`src/design/fdsk_pkg.sv`:
```
// Notes on behaviour
// - program select bits 7..1 read zero; software writes zero
// - erase select bits 7..1 read zero; software writes zero
// - program select bit 0 is read/write; one picks programming routine
// - erase select bit 0 is read/write; one picks erase routine
// - hardware clears both pick bits when the download completes; a pick write in that same cycle wins over the clear
// - download request bit sets only while key holds A5
// - programming or erasing permitted only while key holds 5A
// - key and both select registers reset to zero
// - request copies selected routine into RAM; cleared on completion
package fdsk_pkg;
  // ****************************************************************
  // register map
  // ****************************************************************
  localparam logic [7:0]  FDSK_OFS_PRG_SEL  = 8'h00;
  localparam logic [7:0]  FDSK_OFS_ERS_SEL  = 8'h04;
  localparam logic [7:0]  FDSK_OFS_KEY      = 8'h08;
  localparam logic [7:0]  FDSK_OFS_REQ      = 8'h0C;
  localparam logic [7:0]  FDSK_OFS_STATUS   = 8'h10;
  localparam logic [7:0]  FDSK_SEL_RESET    = 8'h00;
  localparam logic [7:0]  FDSK_KEY_RESET    = 8'h00;
  localparam logic [7:0]  FDSK_KEY_DOWNLOAD = 8'hA5;
  localparam logic [7:0]  FDSK_KEY_PROGRAM  = 8'h5A;
  localparam int          FDSK_PICK_BIT     = 0;
  localparam int          FDSK_REQ_BIT      = 0;
  localparam logic [1:0]  FDSK_HTRANS_NONSEQ = 2'h2;
  localparam logic [2:0]  FDSK_HSIZE_WORD   = 3'h2;
endpackage

```
`src/design/fdsk_wr_if.sv`:
```
`timescale 1ns/10ps
`default_nettype none
// carries one decoded register write from bus slave to core
interface fdsk_wr_if;
  logic        wr_en;
  logic [7:0]  wr_addr;
  logic [7:0]  wr_data;
  logic [7:0]  rd_addr;
  logic [31:0] rd_data;
  modport slave (output wr_en, output wr_addr, output wr_data,
                 output rd_addr, input rd_data);
  modport core  (input wr_en, input wr_addr, input wr_data,
                 input rd_addr, output rd_data);
endinterface
`default_nettype wire

```
`src/design/fdsk_dl_core.sv`:
```
// Decided for this implementation: the address map and the AHB-Lite register port.
`timescale 1ns/10ps
`default_nettype none
module fdsk_dl_core
  import fdsk_pkg::*;
(
  input  wire logic  clk,
  input  wire logic  rst_n,
  input  wire logic  dl_done,
  fdsk_wr_if.core    rif,
  output logic       prg_pick,
  output logic       ers_pick,
  output logic [7:0] key,
  output logic       dl_req,
  output logic       prog_enable
);
  // ****************************************************************
  // register state
  // ****************************************************************
  logic       prg_q, prg_d;
  logic       ers_q, ers_d;
  logic [7:0] key_q, key_d;
  logic       req_q, req_d;
  logic       wr_prg, wr_ers, wr_key, wr_req;
  logic       req_set;

  always_comb
  begin
    wr_prg = rif.wr_en && rif.wr_addr == FDSK_OFS_PRG_SEL;
    wr_ers = rif.wr_en && rif.wr_addr == FDSK_OFS_ERS_SEL;
    wr_key = rif.wr_en && rif.wr_addr == FDSK_OFS_KEY;
    wr_req = rif.wr_en && rif.wr_addr == FDSK_OFS_REQ;
    // request may only be set with download key; zero write ignored
    req_set = wr_req && rif.wr_data[FDSK_REQ_BIT]
              && key_q == FDSK_KEY_DOWNLOAD;
    prg_d = prg_q;
    ers_d = ers_q;
    key_d = key_q;
    req_d = req_q;
    // completion clears first, so a write in the same cycle wins
    if (dl_done && req_q)
    begin
      prg_d = 1'b0;
      ers_d = 1'b0;
      req_d = 1'b0;
    end
    if (wr_prg)
      prg_d = rif.wr_data[FDSK_PICK_BIT];
    if (wr_ers)
      ers_d = rif.wr_data[FDSK_PICK_BIT];
    if (wr_key)
      key_d = rif.wr_data;
    if (req_set)
      req_d = 1'b1;
  end

  always_ff @(posedge clk or negedge rst_n)
  begin
    if (!rst_n)
    begin
      prg_q <= FDSK_SEL_RESET[0];
      ers_q <= FDSK_SEL_RESET[0];
      key_q <= FDSK_KEY_RESET;
      req_q <= 1'b0;
    end
    else
    begin
      prg_q <= prg_d;
      ers_q <= ers_d;
      key_q <= key_d;
      req_q <= req_d;
    end
  end

  // ****************************************************************
  // read mux
  // ****************************************************************
  always_comb
  begin
    rif.rd_data = 32'h0000_0000;
    // next values: a read right behind a write sees the written data
    unique case (rif.rd_addr)
      FDSK_OFS_PRG_SEL: rif.rd_data = {31'h0, prg_d};
      FDSK_OFS_ERS_SEL: rif.rd_data = {31'h0, ers_d};
      FDSK_OFS_KEY:     rif.rd_data = {24'h0, key_d};
      FDSK_OFS_REQ:     rif.rd_data = {31'h0, req_d};
      FDSK_OFS_STATUS:
        rif.rd_data = {30'h0, key_d == FDSK_KEY_PROGRAM, req_d};
      default:          rif.rd_data = 32'h0000_0000;
    endcase
  end

  assign prg_pick    = prg_q;
  assign ers_pick    = ers_q;
  assign key         = key_q;
  assign dl_req      = req_q;
  assign prog_enable = key_q == FDSK_KEY_PROGRAM;
endmodule
`default_nettype wire

```
`src/design/fdsk_ahb_slave.sv`:
```
`timescale 1ns/10ps
`default_nettype none
module fdsk_ahb_slave
  import fdsk_pkg::*;
(
  input  wire logic        clk,
  input  wire logic        rst_n,
  input  wire logic        hsel,
  input  wire logic [31:0] haddr,
  input  wire logic [1:0]  htrans,
  input  wire logic        hwrite,
  input  wire logic [2:0]  hsize,
  input  wire logic        hready,
  input  wire logic [31:0] hwdata,
  output logic      [31:0] hrdata,
  output logic             hreadyout,
  output logic             hresp,
  fdsk_wr_if.slave         rif
);
  // ****************************************************************
  // address phase capture
  // ****************************************************************
  logic       wr_pend_q;
  logic       wr_pend_d;
  logic [7:0] addr_q;
  logic [7:0] addr_d;
  logic       take;

  // sizes other than word are still taken; only low byte matters
  assign take = hsel && hready && htrans == FDSK_HTRANS_NONSEQ;

  always_comb
  begin
    wr_pend_d = take && hwrite;
    addr_d    = take ? haddr[7:0] : addr_q;
  end

  always_ff @(posedge clk or negedge rst_n)
  begin
    if (!rst_n)
    begin
      wr_pend_q <= 1'b0;
      addr_q    <= 8'h00;
    end
    else
    begin
      wr_pend_q <= wr_pend_d;
      addr_q    <= addr_d;
    end
  end

  // zero wait states, always OKAY
  assign hreadyout   = 1'b1;
  assign hresp       = 1'b0;
  assign rif.wr_en   = wr_pend_q;
  assign rif.wr_addr = addr_q;
  assign rif.wr_data = hwdata[7:0];
  assign rif.rd_addr = haddr[7:0];

  // read data registered at the address phase, shown in data phase
  logic [31:0] hrdata_q;
  logic [31:0] hrdata_d;
  always_comb
  begin
    hrdata_d = (take && !hwrite) ? rif.rd_data : hrdata_q;
  end
  always_ff @(posedge clk or negedge rst_n)
  begin
    if (!rst_n)
      hrdata_q <= 32'h0000_0000;
    else
      hrdata_q <= hrdata_d;
  end
  assign hrdata = hrdata_q;
endmodule
`default_nettype wire

```
`src/design/fdsk_top.sv`:
```
`timescale 1ns/10ps
`default_nettype none
module fdsk_top
  import fdsk_pkg::*;
(
  input  wire logic        REF_CLK,
  input  wire logic        RESETN,
  input  wire logic        HSEL,
  input  wire logic [31:0] HADDR,
  input  wire logic [1:0]  HTRANS,
  input  wire logic        HWRITE,
  input  wire logic [2:0]  HSIZE,
  input  wire logic        HREADY,
  input  wire logic [31:0] HWDATA,
  output logic      [31:0] HRDATA,
  output logic             HREADYOUT,
  output logic             HRESP,
  input  wire logic        DL_DONE,
  output logic             DL_REQ,
  output logic             PRG_PICK,
  output logic             ERS_PICK,
  output logic             PROG_ENABLE
);
  fdsk_wr_if rif ();

  fdsk_ahb_slave u_slv (
    .clk       (REF_CLK),
    .rst_n     (RESETN),
    .hsel      (HSEL),
    .haddr     (HADDR),
    .htrans    (HTRANS),
    .hwrite    (HWRITE),
    .hsize     (HSIZE),
    .hready    (HREADY),
    .hwdata    (HWDATA),
    .hrdata    (HRDATA),
    .hreadyout (HREADYOUT),
    .hresp     (HRESP),
    .rif       (rif)
  );

  fdsk_dl_core u_core (
    .clk         (REF_CLK),
    .rst_n       (RESETN),
    .dl_done     (DL_DONE),
    .rif         (rif),
    .prg_pick    (PRG_PICK),
    .ers_pick    (ERS_PICK),
    .key         (),
    .dl_req      (DL_REQ),
    .prog_enable (PROG_ENABLE)
  );
endmodule
`default_nettype wire

```
`config.mk`:
```
export PLATFORM = sky130hd
export DESIGN_NAME = fdsk_top
export DESIGN_NICKNAME = d
export VERILOG_FILES = /design/src/design/fdsk_pkg.sv /design/src/design/fdsk_wr_if.sv /design/src/design/fdsk_dl_core.sv /design/src/design/fdsk_ahb_slave.sv /design/src/design/fdsk_top.sv
export SDC_FILE = /design/constraint.sdc
export NUM_CORES = 1
export LEC_CHECK = 0
export BUFFER_PORTS_ARGS = -buffer_cell sky130_fd_sc_hd__buf_2
export CORE_ASPECT_RATIO = 0.7
export CORE_MARGIN = 3
export CORE_UTILIZATION = 49
export DETAILED_ROUTE_END_ITERATION = 10
export PLACE_DENSITY = 0.8
export SETUP_SLACK_MARGIN = 0.3
export SLEW_MARGIN = 25
export SYNTH_ARGS = -nofsm -noshare
export SYNTH_HDL_FRONTEND = slang
export SYNTH_HIERARCHICAL = 1
export SYNTH_SLANG_ARGS = --single-unit
```
`constraint.sdc`:
```
create_clock -name REF_CLK -period 2.84 [get_ports REF_CLK]
set_input_delay 0.284 -clock REF_CLK [delete_from_list [all_inputs] [get_ports REF_CLK]]
set_output_delay 0.284 -clock REF_CLK [all_outputs]
set_load 0.03 [all_outputs]
```
== Word-level counts from Yosys, hierarchy flattened ==
Index checks and enable logic that the tools add are counted.

* Register bits: 52
* Input bits: 75
* Word-level logic and storage cells: 40

* Eq/ne operators: 11
* Mux-type cells: 8
* Reductions and logical operators: 14

{| class="wikitable"
|+ Operators with widths
! kind !! number
|-
| $pmux 8 s5 || 1
|-
| $eq 8x4->1 const B || 4
|-
| $eq 8x3->1 const B || 2
|-
| $eq 8x7->1 const B || 2
|-
| $logic_not 8->1 || 2
|-
| $logic_and 1x1->1 || 11
|-
| $eq 8x5->1 const B || 1
|-
| $eq 8x8->1 const B || 1
|-
| $mux 8 || 1
|-
| $mux 1 || 6
|-
| $eq 2x2->1 const B || 1
|-
| $logic_not 1->1 || 1
|}

== Depth between registers and ports, before layout ==
* Depth in word-level cells: 6
* Depth in mapped cells: 8

== Hierarchy ==
Netlist, hierarchy kept.

{| class="wikitable"
|+ Modules (own cells, without submodules)
! module !! times used !! cells an instance !! area an instance (um^2) !! seq. area each (um^2)
|-
| fdsk_ahb_slave || 1 || 108 || 1843.0 || 1026.0
|-
| fdsk_dl_core || 1 || 97 || 937.1 || 275.3
|}

== Worst setup path after synthesis ==
OpenSTA, ideal clock, no wires.

* Kind: register to register
* From: register u_slv.addr_q[4], in the netlist u_slv/rif.wr_addr[4]
* To: register u_slv.hrdata_q[0], in the netlist u_slv/hrdata[0]
* Setup time: 0.125 ns
* Data arrival time: 2.265 ns
* Data required time: 2.715 ns
* Path slack: 0.450 ns
* Stages on the path, launching flop included: 6
* Period minus slack after synthesis: 2.390 ns
* Path through: dfrtp_1 or4b_4 nor3_4 mux2_2 a311o_2 mux2_4

{| class="wikitable"
|+ RTL lines
! what !! line !! source
|-
| start, declared || fdsk_ahb_slave.sv:25 || <nowiki>logic [7:0] addr_q;</nowiki>
|-
| start signal, assigned || fdsk_ahb_slave.sv:48 || <nowiki>addr_q <= addr_d;</nowiki>
|-
| $eq 8x4->1 || fdsk_dl_core.sv:31 || <nowiki>wr_key = rif.wr_en && rif.wr_addr == FDSK_OFS_KEY;</nowiki>
|-
| $logic_and 1x1->1 || fdsk_dl_core.sv:31 ||
|-
| $mux 8 || fdsk_dl_core.sv:51 || <nowiki>if (wr_key)</nowiki>
|-
| net u_core.key_d[0] || fdsk_dl_core.sv:22 || <nowiki>logic [7:0] key_q, key_d;</nowiki>
|-
| $pmux 8 s5 || fdsk_dl_core.sv:82 || <nowiki>unique case (rif.rd_addr)</nowiki>
|-
| net rif.rd_data[0] || fdsk_wr_if.sv:9 || <nowiki>logic [31:0] rd_data;</nowiki>
|-
| end signal, assigned || fdsk_ahb_slave.sv:72 || <nowiki>hrdata_q <= hrdata_d;</nowiki>
|-
| end, declared || fdsk_ahb_slave.sv:61 || <nowiki>logic [31:0] hrdata_q;</nowiki>
|}

The timed path passes the listed nets, and every way through them passes these cells.
A chain may end at the register's enable or synchronous reset.

== Worst setup path after layout ==
* From: register u_slv.addr_q[1], in the netlist u_slv/rif.wr_addr[1]
* To: register u_slv.hrdata_q[0], in the netlist u_slv/hrdata[0]

Same word-level chain as after synthesis.

==> results.sh <==
export IMPL_status="completed"
export IMPL_synth_top_family_by_area="multiplexers"
export IMPL_vias_per_cell=4.74
export IMPL_layout_drive_gt1_share=0.514
export IMPL_p_clk_frac=0.234
export IMPL_dp_hpwl_um=3410
export IMPL_worstMarginPinSlew_ns=0.746
export IMPL_wl_um=4620
export IMPL_syn_area_um2=2780
export IMPL_rr_endpoint="u_slv/hrdata[0]"
export IMPL_cts_sinks=52
export IMPL_post_route_min_period_ns=2.31
export IMPL_drv_cap=0
export IMPL_critPathLaunch="u_slv/rif.wr_addr[1]"
export IMPL_die_w_um=96.0
export IMPL_ctsRootBufferMaster="clkbuf_8"
export IMPL_hold_path_cell_count=2
export IMPL_numCtsBuffers=5
export IMPL_die_h_um=69.0
export IMPL_gp_congestion=0.777
export IMPL_p_comb_frac=0.263
export IMPL_synth_distinct_cells=36
export IMPL_power_share_switching=0.318
export IMPL_io_pins=113
export IMPL_ys_seq_area_frac=0.468
export IMPL_dominantRegCellSynth="dfrtp_1"
export IMPL_synth_avg_cell_area_um2=13.6
export IMPL_worstPathRequired_ns=3.03
export IMPL_setup_violations=0
export IMPL_synth_compound_area_share=0.0144
export IMPL_fin_cells=323
export IMPL_dp_cells=314
export IMPL_worstHoldEndpoint="u_slv/rif.wr_addr[5]"
export IMPL_synth_mux_area_frac=0.254
export IMPL_fin_crit_sh=0.813
export IMPL_grt_pass1_vias=1591
export IMPL_finalMaxSlewViolations=0
export IMPL_antenna_left=0
export IMPL_yosys_area_top_type="dfrtp_1"
export IMPL_numPortBuffers=59
export IMPL_intPower_mw=1.25
export IMPL_grt_overflow_total=0
export IMPL_end_kind="register"
export IMPL_tns_ns=0
export IMPL_post_route_util=0.555
export IMPL_synth_area_leaders="dfrtp_1, mux2_4, buf_4, mux2_2, buf_12"
export IMPL_drc_errors=0
export IMPL_synth_simple_area_share=0.113
export IMPL_vias=1531
export IMPL_crit_type="register to register"
export IMPL_start_util=0.518
export IMPL_slew_headroom=0.503
export IMPL_power_mw=1.84
export IMPL_arrival_ns=2.49
export IMPL_clk_pin_slew_worst_paths_ns=0.09
export IMPL_cts_tree="done"
export IMPL_power_frac_seq=0.503
export IMPL_rr_startpoint="u_slv/rif.wr_addr[1]"
export IMPL_dr_pass1_iters=4
export IMPL_setup_ws_ns=0.532
export IMPL_hold_class="input pin to register"
export IMPL_startpoint_type="register"
export IMPL_ys_ff_latch=52
export IMPL_n_antenna_cell=0
export IMPL_clock_skew_ns=0.0109
export IMPL_num_rows=22
export IMPL_peakVddDrop_mv=0.418
export IMPL_synth_edff_count=0
export IMPL_ff2ff_path_depth=5
export IMPL_crit_fanout=3
export IMPL_track_usage=0.149
export IMPL_power_leakage_nw=1.54
export IMPL_fill_cells=488
export IMPL_dp_slack_ns=0.551
export IMPL_synth_most_common_cell="dfrtp_1"
export IMPL_cts_buffer_depth=2
export IMPL_synthCells=205
export IMPL_yosysWarningCount=6
export IMPL_antenna_found_initial=0
export IMPL_holdCritStartpoint="HADDR[5]"
export IMPL_dieArea_um2=6630
export IMPL_grt_max_degree=33
export IMPL_rsz0062_at_grt="false"
export IMPL_p_sw_mw=0.584
export IMPL_regToRegSetupSlack_ns=0.53
export IMPL_nets=325
export IMPL_fp_coreArea_um2=5370
export IMPL_hold_viol_final=0
export IMPL_clk_latency_ns=0.30
export IMPL_htreeDepth=2
export IMPL_wl_per_cell_um=14.3
export IMPL_ys_async_sr_fraction=1.00
export IMPL_power_density_nw_per_um2=616
export IMPL_fmax_mhz=433
export IMPL_synthXorXnorAreaFrac=0.00315
export IMPL_grt_pass1_wl_um=7710
export IMPL_area_growth_pct=7.20
export IMPL_synth_adder_area_share=0
export IMPL_drt_iter0_markers=66
export IMPL_synth_common_cells="dfrtp_1, buf_4, mux2_4, mux2_2, nor2_1"
export IMPL_synth_top_area_share=0.468
[worst max path at each step]
stage	endpoint	slack, ns	cells after the start
floorplan	u_slv/hrdata[0]	0.45	5
global placement	u_slv/hrdata[0]	0.58	5
detailed placement	u_slv/hrdata[7]	0.55	6
CTS	u_slv/hrdata[3]	0.53	6
global route	u_slv/hrdata[1]	0.45	7
finish	u_slv/hrdata[0]	0.53	5
[per-layer routing]
layer | vias up | part of all wire | track usage
li1 | 734 | - | -
met1 | 742 | 0.49 | 0.210
met5 | - | 0 | 0
met2 | 48 | 0.45 | 0.227
met3 | 7 | 0.051 | 0.0327
met4 | 0 | 0.015 | 0.0473
[flip-flops by register name (all words and copies together) (netlist names)]
signal and count:
u_slv/rif.wr_addr 8, u_core/dl_req 1, u_slv/hrdata 32, u_core/key 8, u_slv/rif.wr_en 1, u_core/ers_pick 1
u_core/prg_pick 1
[final cells by class]
type / count / area [µm²] / share of cell area
inverters: 2 / 7.51 / 0.00252
multi-input cells: 127 / 1170 / 0.392
repair buffers: 62 / 320 / 0.107
clock inverters: 2 / 10.0 / 0.00336
clock buffers: 6 / 82.6 / 0.0277
flip-flops and latches: 52 / 1300 / 0.437
well taps: 72 / 90.1 / 0.0302
[what timing repair did]
| item | in CTS | in global routing |
|---|---|---|
| gates resized for setup | 0 | 0 |
| hold buffers | 1 | 0 |
| hold endpoints to repair | 20 | 0 |
| setup buffers | 0 | 0 |
[logic make-up (layout without fill, tap and decap cells)]
family	after synthesis	count (layout)
flops	52	52
xor+xnor	1	1
buf+inv	49	72
other cells	3	26
simple gates	42	42
compound gates	5	5
mux	53	53
[power by group through the flow]
stage	clock, mW	combinational [mW]	sequential, mW
6_report	0.430	0.482	0.924
5_1_grt	0.473	0.515	0.940
4_1_cts	0.446	0.488	0.925
3_5_place_dp	0	0.487	0.935
3_3_place_gp	0	0.477	0.929
2_1_floorplan	0	0.232	1.08
[critical path: stages, from the launching register on]
cell,delay (ns)
dfrtp_1,0.41
or4b_1,0.61
nor3_4,0.18
mux2_2,0.37
a311o_2,0.38
mux2_4,0.26
[placed cells by master, fill, tap and decap left out]
cell            n
a21oi_1         2
a311o_2         1
a31o_2          1
a32o_1          1
and2_1          2
and3_1          5
and3_2          2
and4_1          1
buf_2          59
buf_4           2
clkbuf_8        6
clkinv_2        2
conb_1         26
dfrtp_1        52
dlygate4sd3_1   1
inv_1           2
mux2_2         21
mux2_4         30
mux2i_1         2
nand2_1         5
nand3b_1        1
nand4b_4        1
nand4bb_1       1
nor2_1          7
nor2_8          1
nor2b_1         2
nor3_1          3
nor3_4          1
nor3b_1         1
nor4b_1         2
nor4bb_1        2
or3b_2          1
or4_1           1
or4b_1          1
or4b_4          1
or4bb_1         1
xor2_1          1
[per-stage QoR]
stage | area [µm²] | hold WS, ns
final | 2980 | 0.233
after global routing | 2980 | 0.228
after CTS | 2980 | 0.223
after detailed placement | 2880 | 0.269
after global placement | 2880 | 0.261
after floorplan | 2870 | -0.0116
No activity file was read; power rests on OpenSTA's default activity.
